File: src/osdco_cfg.svh
// Function
// - Page smoothing enable at bit 4, ornament control
// - Smoothing bit acts at the write
// - Colour font characters are never smoothed
// - Fringe one dot wide, fringe colour
// - Full cell fringe spills into neighbour cells
// - No fringe above or below the cell
// - Neighbour active edge dot beats spilled fringe
// - Underline dots are never fringed
// - Twelve line fringe enables, 8 plus 4
// - Shared fringe colour in bits 2..0
// - No spill past first or 32nd column
// - Code 10 plus double bit: double height
// - Twelve double height bits in one register
// - Code 11 plus tall bit: 26 line pitch
// - Twelve 26-line bits in one register
// - Screen enable bit 7, character select bit 3
// - Both enables show colour; char only transparent
// - Background colour in bits 6..4
// - Select bit: slant, underline give red, green
// - Smoothing never on small, page wide
// - Size codes: 11 small, 10 medium, 01 large, 00 off
`ifndef OSDCO_CFG_SVH
`define OSDCO_CFG_SVH

// ****************************************************************
// Register byte offsets
// ****************************************************************
`define OSDCO_OFS_ORNAMENT     8'h00
`define OSDCO_OFS_FRINGE_LOW   8'h04
`define OSDCO_OFS_FRINGE_HIGH  8'h08
`define OSDCO_OFS_COLOR        8'h0c
`define OSDCO_OFS_DOUBLE       8'h10
`define OSDCO_OFS_TALL         8'h14
`define OSDCO_OFS_RASTER       8'h18
`define OSDCO_OFS_DISPLAY      8'h1c
`define OSDCO_OFS_ROW_SIZE     8'h20
`define OSDCO_OFS_STATUS       8'h24
`define OSDCO_OFS_PALETTE      8'h40

// ****************************************************************
// Field positions
// ****************************************************************
`define OSDCO_SMOOTH_BIT       4
`define OSDCO_SCREEN_BG_BIT    7
`define OSDCO_CHAR_BG_SEL_BIT  3
`define OSDCO_FRINGE_COL_LSB   0
`define OSDCO_BG_COL_LSB       4

// ****************************************************************
// Reset values
// ****************************************************************
`define OSDCO_RST_BYTE         8'h00
`define OSDCO_RST_ROWS         12'h000
`define OSDCO_RST_SIZE         24'h000000
`define OSDCO_RST_PAL          6'h00

// ****************************************************************
// Row pitch in scanning lines
// ****************************************************************
`define OSDCO_PITCH_SMALL      6'h09
`define OSDCO_PITCH_MEDIUM     6'h12
`define OSDCO_PITCH_LARGE      6'h24
`define OSDCO_PITCH_TALL       6'h1a
`define OSDCO_ROWS             12
`define OSDCO_LAST_COL         5'h1f

`endif

File: src/osdco_pkg.sv
package osdco_pkg;

    typedef enum logic [5:0] {
        OSDCO_ROW_OFF    = 6'h01,
        OSDCO_ROW_SMALL  = 6'h02,
        OSDCO_ROW_MEDIUM = 6'h04,
        OSDCO_ROW_LARGE  = 6'h08,
        OSDCO_ROW_DOUBLE = 6'h10,
        OSDCO_ROW_TALL   = 6'h20
    } osdco_row_mode_t;

    typedef enum logic [5:0] {
        OSDCO_PIX_VIDEO  = 6'h01,
        OSDCO_PIX_CHAR   = 6'h02,
        OSDCO_PIX_SMOOTH = 6'h04,
        OSDCO_PIX_FRINGE = 6'h08,
        OSDCO_PIX_BACK   = 6'h10,
        OSDCO_PIX_AREA   = 6'h20
    } osdco_pix_sel_t;

endpackage

File: src/osdco_ornament.sv
`timescale 1ns/1ps
`include "osdco_cfg.svh"

module osdco_ornament
    import osdco_pkg::*;
(
    input  wire logic        clk,
    input  wire logic        rst_n,
    input  wire logic [7:0]  avs_address,
    input  wire logic        avs_read,
    input  wire logic        avs_write,
    input  wire logic [31:0] avs_writedata,
    output logic      [31:0] avs_readdata,
    output logic             avs_waitrequest,
    input  wire logic        dotValid,
    input  wire logic [3:0]  dotRow,
    input  wire logic [4:0]  dotCol,
    input  wire logic        cellLeft,
    input  wire logic        cellRight,
    input  wire logic        cellTop,
    input  wire logic        cellBottom,
    input  wire logic        glyphC,
    input  wire logic        glyphN,
    input  wire logic        glyphS,
    input  wire logic        glyphE,
    input  wire logic        glyphW,
    input  wire logic        ulineDot,
    input  wire logic        colorFont,
    input  wire logic [2:0]  charColor,
    input  wire logic        slantAttr,
    input  wire logic        underlineAttr,
    input  wire logic        charBgEnable,
    input  wire logic        areaOn,
    input  wire logic [2:0]  areaColor,
    output logic             pixValid,
    output osdco_pix_sel_t   pixSel,
    output logic      [2:0]  pixCode,
    output logic      [5:0]  pixRgb,
    output osdco_row_mode_t  rowMode,
    output logic      [5:0]  rowPitch
);

    // ****************************************************************
    // Decode helpers
    // ****************************************************************
    function automatic osdco_row_mode_t decodeRow(input logic [1:0] sz,
                                                  input logic       dbl,
                                                  input logic       tall);
        osdco_row_mode_t m;
        m = OSDCO_ROW_OFF;
        unique case (sz)
            2'h3: m = tall ? OSDCO_ROW_TALL : OSDCO_ROW_SMALL;
            2'h2: m = dbl ? OSDCO_ROW_DOUBLE : OSDCO_ROW_MEDIUM;
            2'h1: m = OSDCO_ROW_LARGE;
            2'h0: m = OSDCO_ROW_OFF;
        endcase
        return m;
    endfunction

    function automatic logic [5:0] pitchOf(input osdco_row_mode_t m);
        logic [5:0] p;
        p = `OSDCO_PITCH_SMALL;
        unique case (m)
            OSDCO_ROW_OFF:    p = `OSDCO_PITCH_SMALL;
            OSDCO_ROW_SMALL:  p = `OSDCO_PITCH_SMALL;
            OSDCO_ROW_MEDIUM: p = `OSDCO_PITCH_MEDIUM;
            OSDCO_ROW_LARGE:  p = `OSDCO_PITCH_LARGE;
            OSDCO_ROW_DOUBLE: p = `OSDCO_PITCH_MEDIUM;
            OSDCO_ROW_TALL:   p = `OSDCO_PITCH_TALL;
        endcase
        return p;
    endfunction

    // ****************************************************************
    // Control registers
    // ****************************************************************
    logic [7:0]  ornament_q;
    logic [7:0]  fringeLow_q;
    logic [3:0]  fringeHigh_q;
    logic [7:0]  colorSel_q;
    logic [11:0] doubleRows_q;
    logic [11:0] tallRows_q;
    logic [7:0]  raster_q;
    logic [7:0]  display_q;
    logic [23:0] rowSize_q;
    logic [5:0]  palette_q [0:7];
    logic        waitReq_q;
    logic [31:0] readData_q;

    logic        wrTake;
    logic        reqFirst;
    logic [11:0] lineFringe;
    logic        smoothEn;
    logic        screenBgEn;
    logic        charBgSel;

    assign wrTake     = avs_write && !waitReq_q;
    assign reqFirst   = (avs_read || avs_write) && waitReq_q;
    assign lineFringe = {fringeHigh_q, fringeLow_q};
    assign smoothEn   = ornament_q[`OSDCO_SMOOTH_BIT];
    assign screenBgEn = raster_q[`OSDCO_SCREEN_BG_BIT];
    assign charBgSel  = display_q[`OSDCO_CHAR_BG_SEL_BIT];

    // One wait cycle per access; master sees waitrequest low on the next edge
    always_ff @(posedge clk) begin
        if (!rst_n) begin
            waitReq_q <= 1'b1;
        end else if (reqFirst) begin
            waitReq_q <= 1'b0;
        end else begin
            waitReq_q <= 1'b1;
        end
    end

    // Writes land in the same edge that completes the transfer, no transfer strobe
    always_ff @(posedge clk) begin
        if (!rst_n) begin
            ornament_q   <= `OSDCO_RST_BYTE;
            fringeLow_q  <= `OSDCO_RST_BYTE;
            fringeHigh_q <= 4'h0;
            colorSel_q   <= `OSDCO_RST_BYTE;
            doubleRows_q <= `OSDCO_RST_ROWS;
            tallRows_q   <= `OSDCO_RST_ROWS;
            raster_q     <= `OSDCO_RST_BYTE;
            display_q    <= `OSDCO_RST_BYTE;
            rowSize_q    <= `OSDCO_RST_SIZE;
        end else if (wrTake) begin
            unique case (avs_address)
                `OSDCO_OFS_ORNAMENT:    ornament_q   <= avs_writedata[7:0];
                `OSDCO_OFS_FRINGE_LOW:  fringeLow_q  <= avs_writedata[7:0];
                `OSDCO_OFS_FRINGE_HIGH: fringeHigh_q <= avs_writedata[3:0];
                `OSDCO_OFS_COLOR:       colorSel_q   <= avs_writedata[7:0];
                `OSDCO_OFS_DOUBLE:      doubleRows_q <= avs_writedata[11:0];
                `OSDCO_OFS_TALL:        tallRows_q   <= avs_writedata[11:0];
                `OSDCO_OFS_RASTER:      raster_q     <= avs_writedata[7:0];
                `OSDCO_OFS_DISPLAY:     display_q    <= avs_writedata[7:0];
                `OSDCO_OFS_ROW_SIZE:    rowSize_q    <= avs_writedata[23:0];
                default: ;
            endcase
        end
    end

    always_ff @(posedge clk) begin
        if (!rst_n) begin
            for (int i = 0; i < 8; i++) begin
                palette_q[i] <= `OSDCO_RST_PAL;
            end
        end else if (wrTake && avs_address[7:5] == `OSDCO_OFS_PALETTE >> 5
                     && avs_address[1:0] == 2'h0) begin
            palette_q[avs_address[4:2]] <= avs_writedata[5:0];
        end
    end

    // Unmapped reads return zero
    always_ff @(posedge clk) begin
        if (!rst_n) begin
            readData_q <= 32'h0;
        end else if (reqFirst && avs_read) begin
            readData_q <= 32'h0;
            unique case (avs_address)
                `OSDCO_OFS_ORNAMENT:    readData_q <= {24'h0, ornament_q};
                `OSDCO_OFS_FRINGE_LOW:  readData_q <= {24'h0, fringeLow_q};
                `OSDCO_OFS_FRINGE_HIGH: readData_q <= {28'h0, fringeHigh_q};
                `OSDCO_OFS_COLOR:       readData_q <= {24'h0, colorSel_q};
                `OSDCO_OFS_DOUBLE:      readData_q <= {20'h0, doubleRows_q};
                `OSDCO_OFS_TALL:        readData_q <= {20'h0, tallRows_q};
                `OSDCO_OFS_RASTER:      readData_q <= {24'h0, raster_q};
                `OSDCO_OFS_DISPLAY:     readData_q <= {24'h0, display_q};
                `OSDCO_OFS_ROW_SIZE:    readData_q <= {8'h0, rowSize_q};
                `OSDCO_OFS_STATUS:      readData_q <= {20'h0, rowMode, pixSel};
                default: begin
                    if (avs_address[7:5] == `OSDCO_OFS_PALETTE >> 5
                        && avs_address[1:0] == 2'h0) begin
                        readData_q <= {26'h0, palette_q[avs_address[4:2]]};
                    end
                end
            endcase
        end
    end

    assign avs_waitrequest = waitReq_q;
    assign avs_readdata    = readData_q;

    // ****************************************************************
    // Per-dot ornament decision
    // ****************************************************************
    logic            rowOk;
    osdco_row_mode_t curMode;
    logic            maskW;
    logic            maskE;
    logic            fringeSrc;
    logic            fringeHit;
    logic            smoothHit;
    logic            smoothOk;
    logic [2:0]      bgCode;
    osdco_pix_sel_t  sel_d;
    logic [2:0]      code_d;

    assign rowOk   = dotRow < 4'(`OSDCO_ROWS);
    assign curMode = rowOk ? decodeRow(rowSize_q[{dotRow, 1'b0} +: 2],
                                       doubleRows_q[dotRow], tallRows_q[dotRow])
                           : OSDCO_ROW_OFF;

    // Screen edges stop the side spill; inner left/right borders let it pass, top/bottom borders stop it
    assign maskW = cellLeft && dotCol == 5'h00;
    assign maskE = cellRight && dotCol == `OSDCO_LAST_COL;
    assign fringeSrc = (glyphW && !maskW) || (glyphE && !maskE)
                    || (glyphN && !cellTop) || (glyphS && !cellBottom);
    // Underline dots neither take nor cast a fringe
    assign fringeHit = rowOk && lineFringe[dotRow] && !glyphC
                       && !ulineDot && fringeSrc;

    // Small rows and colour font never smoothed; one page-wide switch
    assign smoothOk  = smoothEn && !colorFont
                       && curMode != OSDCO_ROW_SMALL
                       && curMode != OSDCO_ROW_TALL;
    assign smoothHit = smoothOk && !glyphC && ((glyphN && glyphE) || (glyphE && glyphS)
                       || (glyphS && glyphW) || (glyphW && glyphN));

    // Select bit: blue forced low, so only even palette entries remain
    assign bgCode = charBgSel ? {slantAttr, underlineAttr, 1'b0}
                              : colorSel_q[`OSDCO_BG_COL_LSB +: 3];

    always_comb begin
        sel_d  = OSDCO_PIX_VIDEO;
        code_d = 3'h0;
        if (curMode == OSDCO_ROW_OFF) begin
            sel_d = areaOn ? OSDCO_PIX_AREA : OSDCO_PIX_VIDEO;
            code_d = areaColor;
        end else if (glyphC || ulineDot) begin
            sel_d  = OSDCO_PIX_CHAR;
            code_d = charColor;
        end else if (fringeHit) begin
            sel_d  = OSDCO_PIX_FRINGE;
            code_d = colorSel_q[`OSDCO_FRINGE_COL_LSB +: 3];
        end else if (smoothHit) begin
            sel_d  = OSDCO_PIX_SMOOTH;
            code_d = charColor;
        end else if (screenBgEn && charBgEnable) begin
            sel_d  = OSDCO_PIX_BACK;
            code_d = bgCode;
        end else if (!screenBgEn && charBgEnable && areaOn) begin
            sel_d  = OSDCO_PIX_AREA;
            code_d = areaColor;
        end
    end

    // ****************************************************************
    // Output stage
    // ****************************************************************
    always_ff @(posedge clk) begin
        if (!rst_n) begin
            pixValid <= 1'b0;
            pixSel   <= OSDCO_PIX_VIDEO;
            pixCode  <= 3'h0;
            pixRgb   <= `OSDCO_RST_PAL;
        end else begin
            pixValid <= dotValid;
            if (dotValid) begin
                pixSel  <= sel_d;
                pixCode <= code_d;
                pixRgb  <= palette_q[code_d];
            end
        end
    end

    always_ff @(posedge clk) begin
        if (!rst_n) begin
            rowMode  <= OSDCO_ROW_OFF;
            rowPitch <= `OSDCO_PITCH_SMALL;
        end else if (dotValid) begin
            rowMode  <= curMode;
            rowPitch <= pitchOf(curMode);
        end
    end

    // ****************************************************************
    // Checks
    // ****************************************************************
    smooth_write_a: assert property (@(posedge clk) disable iff (!rst_n)
        wrTake && avs_address == `OSDCO_OFS_ORNAMENT
        |=> smoothEn == $past(avs_writedata[`OSDCO_SMOOTH_BIT]))
        else $error("smoothing bit did not follow the write");

    bus_answer_a: assert property (@(posedge clk) disable iff (!rst_n)
        reqFirst |=> !avs_waitrequest ##1 avs_waitrequest)
        else $error("bus answer not one wait cycle");

    font_smooth_a: assert property (@(posedge clk) disable iff (!rst_n)
        dotValid && colorFont |=> pixSel != OSDCO_PIX_SMOOTH)
        else $error("colour font was smoothed");

    fringe_color_a: assert property (@(posedge clk) disable iff (!rst_n)
        dotValid ##1 pixSel == OSDCO_PIX_FRINGE
        |-> pixCode == $past(colorSel_q[2:0]))
        else $error("fringe not in fringe colour");

    dot_wins_a: assert property (@(posedge clk) disable iff (!rst_n)
        dotValid && glyphC && curMode != OSDCO_ROW_OFF
        |=> pixSel == OSDCO_PIX_CHAR && pixCode == $past(charColor))
        else $error("active dot lost to fringe");

    edge_spill_a: assert property (@(posedge clk) disable iff (!rst_n)
        dotValid && maskW && !glyphE && !glyphN && !glyphS
        |=> pixSel != OSDCO_PIX_FRINGE)
        else $error("fringe spilled past left edge");

    vert_fringe_a: assert property (@(posedge clk) disable iff (!rst_n)
        dotValid && cellTop && cellBottom && !glyphW && !glyphE
        |=> pixSel != OSDCO_PIX_FRINGE)
        else $error("fringe outside the cell vertically");

    uline_fringe_a: assert property (@(posedge clk) disable iff (!rst_n)
        dotValid && ulineDot |=> pixSel inside {OSDCO_PIX_CHAR, OSDCO_PIX_VIDEO,
                                                 OSDCO_PIX_AREA})
        else $error("underline got a fringe");

    back_show_a: assert property (@(posedge clk) disable iff (!rst_n)
        dotValid ##1 pixSel == OSDCO_PIX_BACK
        |-> $past(screenBgEn && charBgEnable))
        else $error("background shown without both enables");

    tall_pitch_a: assert property (@(posedge clk) disable iff (!rst_n)
        dotValid && curMode == OSDCO_ROW_TALL
        |=> rowPitch == `OSDCO_PITCH_TALL)
        else $error("tall small row pitch wrong");

    double_mode_a: assert property (@(posedge clk) disable iff (!rst_n)
        dotValid && rowOk && rowSize_q[{dotRow, 1'b0} +: 2] == 2'h2 && doubleRows_q[dotRow]
        |=> rowMode == OSDCO_ROW_DOUBLE)
        else $error("double height not selected");

endmodule

File: config.mk
export PLATFORM = sky130hd
export DESIGN_NAME = osdco_ornament
export DESIGN_NICKNAME = d
export VERILOG_FILES = /design/src/osdco_pkg.sv /design/src/osdco_ornament.sv
export VERILOG_INCLUDE_DIRS = /design/src /design/src/src
export SDC_FILE = /design/constraint.sdc
export NUM_CORES = 1
export LEC_CHECK = 0
export ABC_AREA = 1
export BUFFER_PORTS_ARGS = -buffer_cell sky130_fd_sc_hd__clkbuf_2
export CORE_MARGIN = 5
export CORE_UTILIZATION = 55
export CTS_CLUSTER_SIZE = 28
export DETAILED_ROUTE_END_ITERATION = 16
export PLACE_DENSITY = 0.77
export SETUP_SLACK_MARGIN = 0.5
export SYNTH_ARGS = -nofsm -noshare
export SYNTH_HDL_FRONTEND = slang
export SYNTH_SLANG_ARGS = --single-unit
File: constraint.sdc
create_clock -name clk -period 3.37 [get_ports clk]
set_input_delay 0.337 -clock clk [delete_from_list [all_inputs] [get_ports clk]]
set_output_delay 0.337 -clock clk [all_outputs]
set_load 0.02 [all_outputs]
==> impl_metrics.ini <==
[status]
outcome = complete, no violations

[clock_network]
postCtsResizedCells = 0
tritoncts = done
cts_buffers = 17
clkLatencyLatePin_ns = 0.44
htree_levels = 4
hold_buffers = 0
clkTransAtPathRegs_ns = 0.07
clock_path_buffers = 2
post_cts_buffers = 0
cts-root-buf = clkbuf_16
cts_sinks = 191

[critical_path]
worstPathCellList = nand2_1 > nand3_1 > nand3_1 > nand3_1 > nand3b_4 > nand3_4 > nand2_1 > nand3_1 > nand2_1 > nand2_4 > buf_4 > nand3_1 > nand3_1 > a21oi_1 > buf_4 > nor2_1 > nor2_1
critPathMaxFanout = 21
crit_top_cell = nand3_1
critPathSlowestCell = dfxtp_1
timing.rr.start = tallRows_q[1]$_SDFFE_PN0P_
cp-end-kind = flop
critical_path_required_ns = 3.74
ff2ff_path_depth = 17
r2r_end = pixRgb[4]$_SDFFE_PN0P_
critPathMaxStageDelay_ns = 0.38
r2r_slack_ns = 0.69
start_kind = flop
worstSetupPathType = reg2reg
critical_path_arrival_ns = 3.05

[yosys]
syn_area_per_cell_um2 = 7.47
synthSimpleGateAreaFrac = 0.249
netlist_instances = 1244
synth_xor_area_frac = 0
synthArstFlopShare = 0
synthDistinctLibCells = 45
synthesis.area_um2 = 9300
ys_ff_latch = 191
synth-adder-area-share = 0
yosysSeqAreaShare = 0.463
yosysTopAreaCell = dfxtp_1
synth_top_family_by_area = simple AND/OR/NAND/NOR gates
synthMuxAreaShare = 0
synthFlopType = dfxtp_1
synth_compound_area_frac = 0.191
synth_edf_count = 48
yosys_warnings = 0
synth_top_cell_area_share = 0.308
yosys-top-cells-area = dfxtp_1 31%, edfxtp_1 16%, nand2_1 9.7%, a21oi_1 7.3%, nand3_1 6.2%

[timing]
finalCritPeriodShare = 0.794
tns_ns = 0
fmax_mhz = 374
grt_setup_unrepaired = no
period_needed_ns = 2.68
finalSetupViolations = 0
tightestPinTransition_ns = 0.750
slew_violations = 0
hold_viol = 0
finClkSkew_ns = 0.00598
maxSlewHeadroom = 0.498

[floorplan]
io_pins = 136
core-area_um2 = 16600
dieArea_um2 = 19600
initial_core_util = 0.561
dieHeight_um = 140
die_x_um = 140
rows = 47

[routing]
dr.pass1.iters = 7
drt_wl_total_mm = 29.8
wl_per_cell_um = 18.8
route.detailed.drc = 0
drtIter0Drc = 1222
ant_nets = 0
vias = 9327
viasPerCell = 5.89

[layout]
final_nets = 1426
antennaDiodeCount = 0
n_fill_cell = 1459
register_area_um2 = 4300
area_growth_pct = 14.9
final_common_cell = nand2_1
multi_input_area_um2 = 4120
layout_common_cells = 239 x nand2_1, 143 x dfxtp_1, 139 x nor2_1
drive_above_1_share = 0.153
final_cells = 1583

[place]
io_buffers = 119
dp_hpwl_mm = 21.7
globalplace.congestion = 0.973
dp.cells = 1552

[min_path]
worstHoldPathCells = 3
hold-path-endpoint = rowSize_q[13]$_SDFFE_PN0P_
hold_start = avs_writedata[13]
min_path_type = in2reg

[global_route]
grt_overflow = 0
grt_pass1_wl_mm = 46.2
antenna_found_initial = 0
grt_usage = 0.298
grt_pass1_vias = 8441
grt_max_degree = 58

[power_and_ir_drop]
ir_drop_mv = 0.350
powerDensity_nw_per_um2 = 477
leakagePower_nw = 4.45

[run]
maxCapViolCount = 0
## sequential cells by signal, summed over array words and instances, names as in the netlist, 8 cells and up
register and cells:
raster_q 8, display_q 8, rowSize_q 24, ornament_q 8, doubleRows_q 12, tallRows_q 12
fringeLow_q 8, colorSel_q 8, palette_q 48, avs_readdata 24
## cell families after synthesis
| group | count (synthesis) |
|---|---|
| flops | 191 |
| other cells | 1 |
| buf+inv | 207 |
| simple gates | 529 |
| compound gates | 316 |
## layer usage
layer / track usage / routed length [um]
met1: 0.413 / 12000
met2: 0.448 / 13000
met3: 0.0893 / 3890
met4: 0.0994 / 911
met5: 0 / 0
## per-stage QoR
stage               hold slack (ns)   util  setup WS [ns]  cell area [um^2]  total power, mW
finish                        0.142  0.644          0.695             10700             5.09
global placement              0.441  0.608          0.455             10100             3.03
global route                  0.134  0.644          0.568             10700             5.25
floorplan                     0.425      -           1.15              9320             2.85
CTS                           0.139  0.644          0.791             10700             5.07
detailed placement            0.441  0.608          0.462             10100             3.04
## layout make-up
cell class	count	share of cell area
inverters	131	0.0463
clock inverters	11	0.0119
clock buffers	20	0.0447
well taps	220	0.0258
repair buffers	157	0.0825
multi-input cells	853	0.386
flip-flops and latches	191	0.403
## synthesized netlist by cell type, drive strengths merged (6+ instances only)
cell type  number
a211oi         11
a22oi          12
nand2         243
dfxtp         143
inv           129
clkbuf         46
a21oi         138
edfxtp         48
o211ai          6
buf            30
o21ai         106
nand4          15
nand3         122
o2111ai        11
nor2          140
o22ai          19
## power by group
group          internal, mW  switching (mW)
Combinational         0.166           0.417
Sequential             2.39          0.0326
Clock                  1.18           0.909
## how the worst max path moves through the flow
stage	slack, ns	end	from	depth (start not counted)
3_3_place_gp	0.46	pixRgb[4]$_SDFFE_PN0P_	dotRow[0]	19
6_report	0.69	pixRgb[4]$_SDFFE_PN0P_	tallRows_q[1]$_SDFFE_PN0P_	17
3_5_place_dp	0.46	pixRgb[4]$_SDFFE_PN0P_	dotRow[0]	19
4_1_cts	0.79	pixRgb[4]$_SDFFE_PN0P_	tallRows_q[2]$_SDFFE_PN0P_	17
5_1_grt	0.57	pixRgb[4]$_SDFFE_PN0P_	rowSize_q[2]$_SDFFE_PN0P_	19
2_1_floorplan	1.15	pixRgb[0]$_SDFFE_PN0P_	dotRow[1]	21
## critical path: cells and delay by family, from the launching register on
kind            cells  cell delay (ns)
buf+inv             2             0.39
simple gates       14             1.55
flops               1             0.38
compound gates      1             0.28
Power figures use the tool's default switching activity.
